<file path="config.mk">
export PLATFORM = sky130hd
export DESIGN_NAME = pbt_bus_seq
export DESIGN_NICKNAME = d
export VERILOG_FILES = /design/src/inc/pbt_pkg.sv /design/src/pbt_bus_seq.sv /design/src/pbt_regs.sv
export SDC_FILE = /design/constraint.sdc
export NUM_CORES = 1
export LEC_CHECK = 0
export BUFFER_PORTS_ARGS = -buffer_cell sky130_fd_sc_hd__clkbuf_2
export CAP_MARGIN = 20
export CORE_ASPECT_RATIO = 0.7
export CORE_UTILIZATION = 37
export DETAILED_ROUTE_END_ITERATION = 10
export PLACE_DENSITY = 0.66
export SLEW_MARGIN = 40
export SYNTH_ARGS = -nofsm -noshare
export SYNTH_HDL_FRONTEND = slang
export SYNTH_SLANG_ARGS = --single-unit
</file>
<file path="constraint.sdc">
create_clock -name clk_i -period 6.4 [get_ports clk_i]
set_clock_uncertainty 0.1 [all_clocks]
set_input_delay 1.28 -clock clk_i [delete_from_list [all_inputs] [get_ports clk_i]]
set_output_delay 1.28 -clock clk_i [all_outputs]
set_load 0.02 [all_outputs]
</file>
<file path="src/inc/pbt_pkg.sv">
// Functional notes
// - latch pulse half or one-and-half clocks
// - unlatched code cycle one to four clocks
// - latched code cycle two to five clocks
// - latched code strobe is length minus latch minus half
// - burst fetch keeps program strobe low across cycles
// - unlatched data read one to four clocks
// - latched data read two to five clocks
// - latched read strobe is length minus latch minus half
// - split 16-bit read keeps read strobe low
// - write strobe one or two clocks
// - write hold zero or one clock
// - write cycle two to five clocks, lead derived
// - latched write data starts after latch gap
// - write data leads strobe by computed gap
// - wait stretches reads only from second clock
// - write hold extension is the default
`default_nettype none

package pbt_pkg;

	// ************************************************************
	// register map and fields
	// ************************************************************
	localparam logic [7:0] OFS_BT_LOW  = 8'h00;
	localparam logic [7:0] OFS_BT_HIGH = 8'h04;
	localparam logic [7:0] OFS_STATUS  = 8'h08;

	localparam int BTL_CODE_LSB  = 0;
	localparam int BTL_LCODE_LSB = 2;
	localparam int BTL_LATCH_PULSE_WIDE_BIT_BIT  = 4;
	localparam int BTL_WSW_BIT   = 5;
	localparam int BTL_WHX_BIT   = 6;
	localparam int BTH_DRD_LSB   = 0;
	localparam int BTH_LDRD_LSB  = 2;
	localparam int BTH_DWR_LSB   = 4;
	localparam int BTH_LDWR_LSB  = 6;
	localparam int STS_BUSY_BIT  = 0;
	localparam int STS_KIND_LSB  = 1;

	// slowest timing after reset; hold extension on
	localparam logic [7:0] BTL_RST = 8'h4F;
	localparam logic [7:0] BTH_RST = 8'hFF;

	// ************************************************************
	// timing in half clocks, clock period in ns
	// ************************************************************
	localparam int         CLK_PERIOD_NS = 5;
	localparam logic [5:0] HALF_PER_CLK  = 6'h02;
	localparam logic [5:0] ALE_NARROW    = 6'h01;
	localparam logic [5:0] ALE_WIDE      = 6'h03;
	localparam logic [5:0] ALE_GAP       = 6'h01;
	localparam logic [5:0] WR_NARROW     = 6'h02;
	localparam logic [5:0] WR_WIDE       = 6'h04;
	localparam logic [5:0] HOLD_EXT      = 6'h02;
	localparam logic [5:0] UNL_BASE      = 6'h01;
	localparam logic [5:0] LAT_BASE      = 6'h02;

	// ************************************************************
	// types
	// ************************************************************
	typedef enum logic [1:0] {
		K_CODE  = 2'b00,
		K_READ  = 2'b01,
		K_WRITE = 2'b10
	} pbt_kind_t;

	typedef struct packed {
		logic [5:0] tlen;
		logic [5:0] ale_e;
		logic [5:0] str_s;
		logic [5:0] str_e;
		logic [5:0] dat_s;
	} pbt_tim_t;

	typedef struct packed {
		logic        cyc;
		logic        stb;
		logic        we;
		logic [7:0]  adr;
		logic [3:0]  sel;
		logic [31:0] dat;
	} pbt_wb_req_t;

	typedef struct packed {
		logic        ack;
		logic [31:0] dat;
	} pbt_wb_rsp_t;

	typedef struct packed {
		pbt_kind_t   kind;
		logic        lat;
		logic        pair;
		logic [19:0] addr;
		logic [15:0] wdata;
		logic [1:0]  be;
	} pbt_req_t;

	// two-bit strobes: bit 0 first half of the clock, bit 1 second half
	typedef struct packed {
		logic [1:0]  ale;
		logic [1:0]  program_fetch_strobe_n;
		logic [1:0]  rd_n;
		logic [1:0]  wrl_n;
		logic [1:0]  wrh_n;
		logic [1:0]  dat_oe_n;
		logic [19:0] addr;
		logic [15:0] dout;
	} pbt_pins_t;

endpackage : pbt_pkg

`default_nettype wire

</file>
<file path="src/pbt_bus_seq.sv">
`default_nettype none

module pbt_bus_seq
	import pbt_pkg::*;
(
	// clock and reset
	input  wire logic        clk_i,
	input  wire logic        rst_i,
	// register bus
	input  wire pbt_wb_req_t wb_i,
	output var  pbt_wb_rsp_t wb_o,
	// bus cycle requests
	input  wire logic        req_valid_i,
	input  wire pbt_req_t    req_i,
	output logic             req_ready_o,
	// read answers
	output logic             rvalid_o,
	output logic [15:0]      rdata_o,
	// external bus pins
	input  wire logic        wait_i,
	input  wire logic [15:0] data_i,
	output var  pbt_pins_t   pins_o
);

	// ************************************************************
	// types and functions
	// ************************************************************
	typedef struct packed {
		logic        busy;
		logic        fresh;
		logic        lat;
		logic        pair_pend;
		logic        hi_byte;
		logic        cap_v;
		logic        rvalid;
		pbt_kind_t   kind;
		logic [5:0]  pos;
		pbt_tim_t    tim;
		logic [19:0] addr;
		logic [15:0] wdata;
		logic [1:0]  be;
		logic        w_s1;
		logic        w_s2;
		logic [15:0] cap;
		logic [15:0] rdata;
		pbt_pins_t   pins;
	} pbt_st_t;

	pbt_st_t     q, d;
	logic [7:0]  btl;
	logic [7:0]  bth;
	logic        stall;
	logic        last;
	logic        end_str;
	logic        ld;

	// cycle length in half clocks from a two-bit field
	function automatic logic [5:0] len2(input logic [1:0] f, input logic [5:0] base);
		len2 = ({4'h0, f} + base) << 1;
	endfunction : len2

	// half position inside [s, e)
	function automatic logic inwin(input logic [5:0] p, input logic [5:0] s,
		input logic [5:0] e);
		inwin = (p >= s) && (p < e);
	endfunction : inwin

	// both halves of one clock starting at half p
	function automatic logic [1:0] win2(input logic [5:0] p, input logic [5:0] s,
		input logic [5:0] e);
		win2 = {inwin(p + 6'h01, s, e), inwin(p, s, e)};
	endfunction : win2

	// count of low halves in a two-bit strobe
	function automatic logic [5:0] lows(input logic [1:0] v);
		lows = {5'h00, !v[0]} + {5'h00, !v[1]};
	endfunction : lows

	// edge positions of one bus cycle, all in half clocks
	function automatic pbt_tim_t calc(input pbt_kind_t k, input logic lat,
		input logic [7:0] lo, input logic [7:0] hi);
		pbt_tim_t   t;
		logic [5:0] a;
		logic [5:0] w;
		logic [5:0] h;
		t = '0;
		a = lo[BTL_LATCH_PULSE_WIDE_BIT_BIT] ? ALE_WIDE : ALE_NARROW;
		w = lo[BTL_WSW_BIT] ? WR_WIDE : WR_NARROW;
		h = lo[BTL_WHX_BIT] ? HOLD_EXT : 6'h00;
		unique case (k)
			K_CODE:
				t.tlen = lat ? len2(lo[BTL_LCODE_LSB +: 2], LAT_BASE)
					: len2(lo[BTL_CODE_LSB +: 2], UNL_BASE);
			K_READ:
				t.tlen = lat ? len2(hi[BTH_LDRD_LSB +: 2], LAT_BASE)
					: len2(hi[BTH_DRD_LSB +: 2], UNL_BASE);
			K_WRITE:
				t.tlen = lat ? len2(hi[BTH_LDWR_LSB +: 2], LAT_BASE)
					: len2(hi[BTH_DWR_LSB +: 2], LAT_BASE);
			default:
				t.tlen = HALF_PER_CLK;
		endcase
		t.ale_e = lat ? a : 6'h00;
		if (k == K_WRITE)
		begin
			// strobe sits before the hold; lead is what remains, never negative
			t.str_e = t.tlen - h;
			t.str_s = (t.str_e > w) ? t.str_e - w : 6'h00;
			t.dat_s = lat ? a + ALE_GAP : 6'h00;
		end
		else
		begin
			t.str_e = t.tlen;
			t.str_s = lat ? a + ALE_GAP : 6'h00;
			t.dat_s = t.tlen;
		end
		return t;
	endfunction : calc

	// ************************************************************
	// register file
	// ************************************************************
	pbt_regs u_regs (
		.clk_i  (clk_i),
		.rst_i  (rst_i),
		.wb_i   (wb_i),
		.wb_o   (wb_o),
		.busy_i (q.busy),
		.kind_i (q.kind),
		.btl_o  (btl),
		.bth_o  (bth)
	);

	// ready is combinational so back-to-back fetches chain without a gap
	assign req_ready_o = !q.busy || (last && !q.pair_pend);

	// ************************************************************
	// sequencer next state
	// ************************************************************
	always_comb
	begin
		d = q;
		d.w_s1 = wait_i;
		d.w_s2 = q.w_s1;
		d.fresh = 1'b0;
		d.cap_v = 1'b0;
		d.rvalid = 1'b0;
		ld = 1'b0;
		if (q.cap_v)
		begin
			d.rdata = q.cap;
			d.rvalid = 1'b1;
		end
		// only the last strobe clock may stretch; reads need a second clock first
		end_str = q.busy && (q.pos + HALF_PER_CLK == q.tim.str_e);
		stall = end_str && q.w_s2
			&& (q.kind != K_READ || q.pos >= q.tim.str_s + HALF_PER_CLK);
		last = q.busy && (q.pos + HALF_PER_CLK >= q.tim.tlen) && !stall;
		// capture stage reads the pins once, a copy stage feeds the port
		if (end_str && !stall && q.kind != K_WRITE)
		begin
			if (q.hi_byte)
				d.cap[15:8] = data_i[7:0];
			else if (q.pair_pend)
				d.cap[7:0] = data_i[7:0];
			else
				d.cap = data_i;
			d.cap_v = !q.pair_pend;
		end
		// ready is rebuilt here so this process never reads its own result back
		if (req_valid_i && (!q.busy || (last && !q.pair_pend)))
		begin
			ld = 1'b1;
			d.busy = 1'b1;
			d.kind = req_i.kind;
			d.pair_pend = req_i.pair && (req_i.kind == K_READ);
			d.lat = req_i.lat || d.pair_pend;
			d.hi_byte = 1'b0;
			d.tim = calc(req_i.kind, d.lat, btl, bth);
			d.pos = 6'h00;
			d.addr = req_i.addr;
			d.wdata = req_i.wdata;
			d.be = req_i.be;
		end
		else if (last && q.pair_pend)
		begin
			// second byte: no latch pulse, A0 rises, strobe runs on
			ld = 1'b1;
			d.pair_pend = 1'b0;
			d.hi_byte = 1'b1;
			d.lat = 1'b0;
			d.tim = calc(K_READ, 1'b0, btl, bth);
			d.pos = 6'h00;
			d.addr = q.addr | 20'h0_0001;
		end
		else if (last)
			d.busy = 1'b0;
		else if (q.busy && !stall)
			d.pos = q.pos + HALF_PER_CLK;
		d.fresh = ld;
		// pin levels for the clock that d describes
		d.pins.ale = 2'b00;
		d.pins.program_fetch_strobe_n = 2'b11;
		d.pins.rd_n = 2'b11;
		d.pins.wrl_n = 2'b11;
		d.pins.wrh_n = 2'b11;
		d.pins.dat_oe_n = 2'b11;
		d.pins.addr = d.addr;
		d.pins.dout = d.wdata;
		if (d.busy)
		begin
			d.pins.ale = win2(d.pos, 6'h00, d.tim.ale_e);
			unique case (d.kind)
				K_CODE:
					d.pins.program_fetch_strobe_n = ~win2(d.pos, d.tim.str_s, d.tim.str_e);
				K_READ:
					d.pins.rd_n = ~win2(d.pos, d.tim.str_s, d.tim.str_e);
				K_WRITE:
				begin
					d.pins.wrl_n = ~(win2(d.pos, d.tim.str_s, d.tim.str_e)
						& {2{d.be[0]}});
					d.pins.wrh_n = ~(win2(d.pos, d.tim.str_s, d.tim.str_e)
						& {2{d.be[1]}});
					d.pins.dat_oe_n = ~win2(d.pos, d.tim.dat_s, d.tim.tlen);
				end
				default:
					d.pins.program_fetch_strobe_n = 2'b11;
			endcase
		end
	end

	// state register
	always_ff @(posedge clk_i)
	begin
		if (rst_i)
		begin
			q <= '0;
			q.pins.ale <= 2'b00;
			q.pins.program_fetch_strobe_n <= 2'b11;
			q.pins.rd_n <= 2'b11;
			q.pins.wrl_n <= 2'b11;
			q.pins.wrh_n <= 2'b11;
			q.pins.dat_oe_n <= 2'b11;
		end
		else
			q <= d;
	end

	assign pins_o   = q.pins;
	assign rvalid_o = q.rvalid;
	assign rdata_o  = q.rdata;

	// ************************************************************
	// checks
	// ************************************************************
	logic [3:0] a_clk;
	logic       a_st;
	logic [5:0] a_str;
	logic [5:0] a_oe;
	logic [7:0] a_lo;
	logic [7:0] a_hi;
	logic [3:0] c_clk;
	logic       c_st;
	logic [5:0] c_str;
	logic [5:0] c_oe;
	logic [1:0] strobe_now;

	// running totals of the current cycle, this clock included
	always_comb
	begin
		unique case (q.kind)
			K_CODE:  strobe_now = q.pins.program_fetch_strobe_n;
			K_READ:  strobe_now = q.pins.rd_n;
			K_WRITE: strobe_now = q.pins.wrl_n & q.pins.wrh_n;
			default: strobe_now = 2'b11;
		endcase
		c_clk = (q.fresh ? 4'h0 : a_clk) + 4'h1;
		c_st  = (q.fresh ? 1'b0 : a_st) || stall;
		c_str = (q.fresh ? 6'h00 : a_str) + lows(strobe_now);
		c_oe  = (q.fresh ? 6'h00 : a_oe) + lows(q.pins.dat_oe_n);
	end

	// helper counters for the checks
	always_ff @(posedge clk_i)
	begin
		if (rst_i)
		begin
			a_clk <= 4'h0;
			a_st <= 1'b0;
			a_str <= 6'h00;
			a_oe <= 6'h00;
			a_lo <= 8'h00;
			a_hi <= 8'h00;
		end
		else
		begin
			a_clk <= c_clk;
			a_st <= c_st;
			a_str <= c_str;
			a_oe <= c_oe;
			if (ld)
			begin
				a_lo <= btl;
				a_hi <= bth;
			end
		end
	end
endmodule : pbt_bus_seq

`default_nettype wire

</file>
<file path="src/pbt_regs.sv">
`default_nettype none

module pbt_regs
	import pbt_pkg::*;
(
	// clock and reset
	input  wire logic        clk_i,
	input  wire logic        rst_i,
	// wishbone slave
	input  wire pbt_wb_req_t wb_i,
	output var  pbt_wb_rsp_t wb_o,
	// sequencer side
	input  wire logic        busy_i,
	input  wire pbt_kind_t   kind_i,
	output logic [7:0]       btl_o,
	output logic [7:0]       bth_o
);

	typedef struct packed {
		logic        ack;
		logic [31:0] dat;
		logic [7:0]  btl;
		logic [7:0]  bth;
	} pbt_rst_t;

	pbt_rst_t q, d;

	// ************************************************************
	// decode: one wait state, unmapped reads zero
	// ************************************************************
	always_comb
	begin
		d = q;
		d.ack = wb_i.cyc && wb_i.stb && !q.ack; // ack drops the cycle after
		d.dat = 32'h0000_0000;
		if (d.ack)
		begin
			unique case (wb_i.adr)
				OFS_BT_LOW:
				begin
					if (wb_i.we && wb_i.sel[0])
						d.btl = wb_i.dat[7:0];
					d.dat = {24'h00_0000, q.btl};
				end
				OFS_BT_HIGH:
				begin
					if (wb_i.we && wb_i.sel[0])
						d.bth = wb_i.dat[7:0];
					d.dat = {24'h00_0000, q.bth};
				end
				OFS_STATUS:
					d.dat = {29'h0000_0000, kind_i, busy_i};
				default:
					d.dat = 32'h0000_0000; // writes ignored
			endcase
		end
	end

	// state register
	always_ff @(posedge clk_i)
	begin
		if (rst_i)
		begin
			q.ack <= 1'b0;
			q.dat <= 32'h0000_0000;
			q.btl <= BTL_RST;
			q.bth <= BTH_RST;
		end
		else
			q <= d;
	end

	assign wb_o.ack = q.ack;
	assign wb_o.dat = q.dat;
	assign btl_o    = q.btl;
	assign bth_o    = q.bth;

endmodule : pbt_regs

`default_nettype wire

</file>
==> flow_summary.ini, run 1 <==
[worst_setup_path]
critPathRequiredTime_ns = 6.66
cp_max_fo = 13
cp.arrival_ns = 5.85
start_kind = input port
cpPeakStageDelay_ns = 0.39
cp-end-kind = flop
crit_top_cell = ha_1
slowest_stage = nor2b_1
critPathKind = in2reg

[timing]
min_period_ns = 5.59
timing.hold.ws_ns = 0.355
worst_slew_pin_slew_ns = 0.863
final_hold_viol_count = 0
setup_viol = 0
slew_violations = 0
relSlewSlack = 0.418
period_share = 0.873
max_clock_freq_ghz = 0.179
rsz0062_at_grt = no
fin_setup_tns_ns = 0

[floorplanning]
ioPinCount = 208
start_util = 0.380
die_w_um = 181
die_area_um2 = 23000
design.core.area_um2 = 21800
rows = 45
die_height_um = 127

[clock_network]
numCtsBuffers = 17
cts_setup_buffers = 0
cts_root_buffer = clkbuf_16
cts_tree = built
clkTransAtPathRegs_ns = 0.06
hold_buffers = 0
clk_latency_ns = 0.43
clock_path_buffers = 2
cts_sinks = 152
cts_resized = 0
htreeDepth = 4

[drt]
drt_iter0_markers = 446
wire_per_inst_um = 15.5
first_pass_iters = 5
vias = 6671
viasPerCell = 5.05
ant_nets = 0
drc = 0
wl_mm = 20.4

[place]
portBuffers = 156
routabilityCongestion = 0.891
dp_hpwl_mm = 14.9

[pwr]
p_leak_nw = 4.09
max-vdd-ir-drop_mv = 0.187
p_sw_frac = 0.277
power.share.clock = 0.418
p_int_w = 0.00171
p_per_area_nw_per_um2 = 254
p_seq_frac = 0.423
p_comb_frac = 0.159
p_switching_w = 0.000655

[job]
cap_violations = 0

[global_route]
overflow = 0
antenna_found_initial = 0
track_usage = 0.181
grt_start_max_net_pins = 64
first_global_vias = 6359
grt_pass1_wl_mm = 33.0

[logic_synthesis]
synth_warnings = 0
seq_area_frac_synth = 0.367
ys_seq_elements = 152
synth_ff_type = dfxtp_1
synth_cell_types = 65
async_flop_share = 0
synth-edff-count = 0
syn_inst = 948
syn_avg_cell_area_um2 = 8.74
syn-cell-area_um2 = 8280

[finish]
area.growth.synth_to_final_pct = 12.7
fin_util = 0.428
layout_commonest_cell = clkbuf_2
layout-drive-gt1-share = 0.213
final_nets = 1214
n_antenna_cell = 0
layout_common_cells = 155 x clkbuf_2, 151 x dfxtp_1, 123 x nand2_1

[worst_hold_path]
hp-class = reg2reg

[outcome]
outcome = complete, no violations
## sequential cells by signal, indices dropped and copies added, names as in the netlist
name          cells
u_regs.btl_o      8
d                 1
pins_o           48
u_regs.bth_o      8
rvalid_o          1
q                61
rdata_o          16
u_regs.wb_o       9
## synth_stat cells (15+ instances only)
library cell,count,share of area
inv_1,24,0.011
buf_4,90,0.082
nor2_1,108,0.049
mux2i_1,50,0.060
nand2_1,123,0.056
dfxtp_1,152,0.37
nand3_1,17,0.010
o21ai_0,18,0.011
ha_1,77,0.12
a21oi_1,68,0.041
clkbuf_1,24,0.011
nor2b_1,15,0.011
a211oi_1,15,0.014
## final cells by class
type | instances | area, um2
Fill cell | 2161 | 12500
Multi-Input combinational cell | 664 | 4400
Sequential cell | 152 | 3040
Timing Repair Buffer | 167 | 866
Clock buffer | 21 | 460
Tap cell | 282 | 353
Clock inverter | 9 | 116
Inverter | 25 | 93.8
## power groups by stage
stage | logic (W) | registers (W) | clock network, W
global route | 0.000415 | 0.00101 | 0.00106
detailed placement | 0.000370 | 0.00102 | 0
CTS | 0.000373 | 0.00100 | 0.00101
floorplan | 0.000288 | 0.00102 | 0
global placement | 0.000364 | 0.00102 | 0
finish | 0.000376 | 0.00100 | 0.000989
## worst paths after layout
| kind | start | end | slack, ns | depth (start not counted) |
|---|---|---|---|---|
| hold reg to reg | pins_o[29] | pins_o[29] | 0.35 | 2 |
| hold / removal | pins_o[29] | pins_o[29] | 0.35 | 2 |
| setup / recovery | req_i[41] | pins_o[43] | 0.81 | 26 |
| setup reg to reg | q[151] | pins_o[36] | 1.35 | 18 |
## through the flow
stage / power, W / area [um2] / instances / setup WS, ns
after floorplan: 0.00130 / 8370 / 971 / 1.21
after global placement: 0.00139 / 8750 / 1290 / 0.575
after detailed placement: 0.00139 / 8750 / 1290 / 0.441
after CTS: 0.00239 / 9330 / 1320 / 0.859
after global routing: 0.00248 / 9330 / 1320 / 0.411
final: 0.00237 / 9330 / 1320 / 0.813
## critical path, delay by kind of cell
kind | cells | cell delay, ns
and+or+nand+nor | 8 | 0.96
AOI/OAI and AO/OA | 9 | 1.83
adders and majority gates | 4 | 1.13
buffers and inverters | 5 | 0.64
## cell families after synthesis
family,Yosys count,share of synthesized area
AOI/OAI and AO/OA,173,0.140
xor gates and xnor gates,22,0.0251
adders and majority gates,78,0.119
buffers and inverters,155,0.114
DFF,152,0.367
muxes,53,0.0659
other,1,0.000453
and+or+nand+nor,314,0.169
## routing by layer
layer	vias up	track usage	part of all wire
met5	-	0	0
met4	0	0.0437	0.0095
met3	16	0.0433	0.076
met2	202	0.261	0.41
met1	3141	0.268	0.51
li1	3312	-	-
Power figures use the tool's default switching activity.
==> run 2, diff against run 1 <==
- RECOVER_POWER: default -> 50
==> run 2 against run 1 <==
Compared with the run above: critical path depth stayed put; via count hardly changed; first-iteration DRC count is 4.7% lower; largest power group unchanged; the flow now finishes with violations (max-capacitance violations, max-slew violations).
==> flow_summary.ini, run 2 (same netlist as run 1, synthesis figures left out) <==
[drt]
first_pass_iters = 6
viasPerCell = 5.06
wl_met1_mm = 10.4
wl_met2_mm = 8.23
vias = 6674
ant_nets = 0
wl_mm = 20.5
wire_per_inst_um = 15.5
route.met3.wl_mm = 1.64
top_layer_used = met4
drc = 0
drt_iter0_markers = 425

[floorplanning]
die_height_um = 127
design.core.area_um2 = 21800
die_w_um = 181
start_util = 0.380
die_area_um2 = 23000
rows = 45
ioPinCount = 208

[finish]
largest-register = q
layout-drive-gt1-share = 0.141
n_antenna_cell = 0
largest_register_ffs = 61
fin_cells = 1320
final_nets = 1214
finalInstanceArea_um2 = 9230
area.growth.synth_to_final_pct = 11.5
multi_input_area_um2 = 4400
layout_commonest_cell = dfxtp_1
layout_common_cells = 151 x dfxtp_1, 123 x nand2_1, 108 x nor2_1
register_area_um2 = 3040
fill_cells = 2175

[outcome]
violations = max-capacitance violations, max-slew violations
outcome = finished, violations left

[timing]
rsz0062_at_grt = no
final_hold_viol_count = 0
period_share = 0.875
timing.hold.ws_ns = 0.354
min_period_ns = 5.60
worst_slew_pin_slew_ns = 3.04
slew_violations = 63
setup_viol = 0
fin_setup_tns_ns = 0
max_clock_freq_ghz = 0.179
relSlewSlack = -1.02

[global_route]
overflow = 0
grt_pass1_wl_mm = 33.0
grt_start_max_net_pins = 64
track_usage = 0.181
antenna_found_initial = 0
first_global_vias = 6359

[worst_hold_path]
hold_end = pins_o[6]
min_from = pins_o[6]
hold_path_depth = 2
hp-class = reg2reg

[clock_network]
hold_buffers = 0
htreeDepth = 4
cts_resized = 0
cts_tree = built
cts_sinks = 152
cts_setup_buffers = 0
clock_path_buffers = 2
clkTransAtPathRegs_ns = 0.06
clk_latency_ns = 0.43
numCtsBuffers = 17
cts_root_buffer = clkbuf_16

[worst_setup_path]
cp_max_fo = 13
reg2reg_depth = 18
reg2reg_slack_ns = 1.35
critPathRequiredTime_ns = 6.65
r2r-end = pins_o[36]
critPathKind = in2reg
cp.arrival_ns = 5.85
start_kind = input port
cp-end-kind = flop
timing.rr.start = q[151]

[pwr]
p_per_area_nw_per_um2 = 256
p_leak_nw = 3.85
p_comb_frac = 0.157
p_sw_frac = 0.277
power.share.clock = 0.419
p_switching_w = 0.000655
power_w = 0.00236
max-vdd-ir-drop_mv = 0.186
p_int_w = 0.00171
p_seq_frac = 0.424

[job]
cap_violations = 1

[place]
postPlaceCellArea_um2 = 8750
placedCellCount = 1290
dp_hpwl_mm = 14.9
portBuffers = 156
routabilityCongestion = 0.891
-- run 2: cell count changes in the layout (fill, tap and decap cells not counted), sizes merged --
cell,previous run,this run
clkbuf,176,178
buf,12,10
-- run 2: power by group through the flow --
| stage | registers, W | logic (W) | clock network, W |
|---|---|---|---|
| 3_5_place_dp | 0.00102 | 0.000370 | 0 |
| 6_report | 0.00100 | 0.000371 | 0.000990 |
| 5_1_grt | 0.00101 | 0.000410 | 0.00106 |
| 4_1_cts | 0.00100 | 0.000373 | 0.00101 |
| 3_3_place_gp | 0.00102 | 0.000364 | 0 |
| 2_1_floorplan | 0.00102 | 0.000288 | 0 |
-- run 2: cell type report --
type / count / area share
well taps: 282 / 0.0382
inverters: 25 / 0.0102
clock inverters: 9 / 0.0126
flip-flops and latches: 152 / 0.330
repair buffers: 167 / 0.0831
multi-input cells: 664 / 0.476
clock buffers: 21 / 0.0499
-- run 2: worst max path at each step --
stage                     startpoint         end
after floorplan            req_i[40]  pins_o[42]
after global placement     req_i[41]  pins_o[43]
after detailed placement   req_i[41]  pins_o[43]
after CTS                  req_i[41]  pins_o[43]
after global routing       req_i[41]  pins_o[43]
final                      req_i[41]  pins_o[43]
-- run 2: layer usage --
layer	track usage	vias up
met5	0	-
met4	0.0437	0
met3	0.0433	16
met2	0.261	212
met1	0.268	3135
li1	-	3311
-- run 2: critical path, stage by stage --
cell,delay (ns)
clkbuf_2,0.20
nor2b_1,0.39
a21o_1,0.28
nand2_1,0.08
a31oi_1,0.34
inv_1,0.08
ha_1,0.22
ha_1,0.35
inv_1,0.08
ha_1,0.27
nand2b_1,0.07
nand3b_1,0.10
inv_1,0.11
a31oi_1,0.05
o21ai_0,0.16
nor2_1,0.10
a221oi_2,0.38
ha_1,0.29
o21ai_0,0.08
nand2b_1,0.08
a21oi_1,0.15
nor2b_1,0.06
o311ai_0,0.31
a31oi_1,0.08
buf_4,0.18
nand3_1,0.08
-- run 2: metrics by stage --
| stage | utilization | worst slack, ns |
|---|---|---|
| floorplan | - | 1.21 |
| global placement | 0.402 | 0.575 |
| detailed placement | 0.402 | 0.441 |
| CTS | 0.428 | 0.859 |
| global route | 0.424 | 0.396 |
| finish | 0.424 | 0.802 |
==> run 3, diff against run 2 <==
- CELL_PAD_IN_SITES_DETAIL_PLACEMENT: default -> 0
- CELL_PAD_IN_SITES_GLOBAL_PLACEMENT: default -> 1
- MAX_ROUTING_LAYER: default -> met4
- PLACE_DENSITY: 0.66 -> 0.85
==> run 3 against run 2 <==
Compared with the run above: the flow still finishes with violations (max-capacitance violations, max-slew violations); register-to-register slack lost 0.37 ns; design area is 0.41% higher; wire length is 1.3% higher; clock power grew 6%; non-clock buffer count is the same; cell count up 0.15%; count of clock-buffer cells in the layout decreased by 2; first-iteration DRC count is 33% higher; highest routed layer unchanged.
==> flow_summary.ini, run 3 (same netlist as run 1, synthesis figures left out) <==
[worst_hold_path]
hp-class = reg2reg
hold_path_depth = 2

[global_route]
grt_start_max_net_pins = 84
antenna_found_initial = 0
grt_pass1_wl_mm = 32.4
overflow = 0
track_usage = 0.185
first_global_vias = 5943

[clock_network]
htreeDepth = 4
cts_resized = 0
clk_latency_ns = 0.43
hold_buffers = 0
cts_sinks = 152
cts_setup_buffers = 0
clkTransAtPathRegs_ns = 0.07
clock_path_buffers = 2
cts_root_buffer = clkbuf_16
cts_tree = built
numCtsBuffers = 17

[place]
dp_hpwl_mm = 15.2
place_ws_ns = 0.373
routabilityCongestion = 0.882
portBuffers = 156
postPlaceCellArea_um2 = 8760

[pwr]
p_leak_nw = 3.88
max-vdd-ir-drop_mv = 0.189
p_per_area_nw_per_um2 = 261
power_w = 0.00242

[floorplanning]
ioPinCount = 208
die_w_um = 181
rows = 45
die_area_um2 = 23000
die_height_um = 127
design.core.area_um2 = 21800
start_util = 0.380

[worst_setup_path]
r2r-end = pins_o[43]
cp_max_fo = 9
cp-endpoint = pins_o[42]
reg2reg_slack_ns = 0.98
cpPeakStageDelay_ns = 0.43
start_kind = input port
critPathRequiredTime_ns = 6.58
critPathKind = in2reg
cp-end-kind = flop
reg2reg_depth = 20
cp.arrival_ns = 5.69
critPathBufInv = 5
worstSetupStartpoint = req_i[40]
slowest_stage = nor3_2
timing.rr.start = q[151]
path_delay_family = compound AO/OA/AOI/OAI gates
path_cells = clkbuf_2 > nor2b_1 > buf_4 > a21oi_1 > nand2b_1 > a31oi_1 > inv_1 > ha_1 > ha_1 > inv_1 > ha_1 > nand2b_1 > nand3b_1 > inv_1 > a31oi_1 > o21ai_0 > nor2_1 > a22oi_1 > ha_1 > o21ai_0 > a211oi_1 > o21ai_0 > nor3_2 > nand3_1
cp_num_cells = 24
crit_top_cell = ha_1

[finish]
multi_input_area_um2 = 4400
fill_cells = 2221
layout_common_cells = 151 x dfxtp_1, 123 x nand2_1, 108 x nor2_1
layout_commonest_cell = dfxtp_1
final_nets = 1214
finalInstanceArea_um2 = 9270
fin_util = 0.425
area.growth.synth_to_final_pct = 11.9
layout-drive-gt1-share = 0.145
n_antenna_cell = 0
register_area_um2 = 3040
largest_register_ffs = 61
largest-register = q

[timing]
period_share = 0.861
min_period_ns = 5.51
fin_setup_tns_ns = 0
slew_violations = 84
final_hold_viol_count = 0
worst_slew_pin_slew_ns = 3.95
setup_viol = 0
relSlewSlack = -1.63
max_clock_freq_ghz = 0.181
rsz0062_at_grt = no
setup_ws_ns = 0.886

[drt]
viasPerCell = 5.00
vias = 6604
first_pass_iters = 5
wl_mm = 20.8
drc = 0
drt_iter0_markers = 565
wire_per_inst_um = 15.7
ant_nets = 0

[job]
cap_violations = 1

[outcome]
outcome = finished, violations left
violations = max-capacitance violations, max-slew violations
==> run 3: area by class of cell <==
cell class / count / share of cell area
well taps: 282 / 0.0381
multi-input cells: 664 / 0.475
flip-flops and latches: 152 / 0.328
clock inverters: 13 / 0.0169
repair buffers: 167 / 0.0827
inverters: 25 / 0.0101
clock buffers: 19 / 0.0489
==> run 3: stage by stage <==
step | hold WS [ns] | std cells
finish | 0.355 | 1322
global route | 0.373 | 1322
CTS | 0.356 | 1322
detailed placement | 0.338 | 1290
global placement | 0.332 | 1290
floorplan | 0.314 | 971
==> run 3: how the worst min path moves through the flow <==
| stage | startpoint | endpoint | slack [ns] |
|---|---|---|---|
| floorplan | d[80] | q[80] | 0.31 |
| global placement | d[80] | q[80] | 0.33 |
| detailed placement | d[80] | q[80] | 0.34 |
| CTS | d[80] | q[80] | 0.36 |
| global route | pins_o[19] | pins_o[19] | 0.37 |
| finish | pins_o[11] | pins_o[11] | 0.35 |
==> run 3: report_power, final <==
part / switching (W) / internal (W) / total [W]
clock: 0.000442 / 0.000609 / 0.00105
sequential: 0.0000217 / 0.000980 / 0.00100
combinational: 0.000240 / 0.000131 / 0.000371
total: 0.000703 / 0.00172 / 0.00242
==> run 3: layer usage <==
layer / track usage / vias to the layer above / share of wire
met2: 0.245 / 206 / 0.39
met3: 0.0373 / 18 / 0.060
met5: - / - / 0
met1: 0.283 / 3061 / 0.54
met4: 0.0357 / 0 / 0.0073
li1: - / 3319 / -
==> run 3: worst register-to-register path: stages, from the launching register on <==
cell and delay, ns:
dfxtp_1 0.49, ha_1 0.35, nand3_1 0.20, xnor2_1 0.18, ha_1 0.30, a21oi_1 0.21
o31ai_1 0.13, o21ai_1 0.18, a21oi_1 0.11, buf_4 0.21, nor2_1 0.51, ha_1 0.31
nand3b_1 0.10, xnor2_1 0.51, ha_1 0.35, and4_1 0.22, a211oi_1 0.22, o311ai_0 0.18
a31oi_1 0.18, buf_4 0.18, nand3_1 0.08
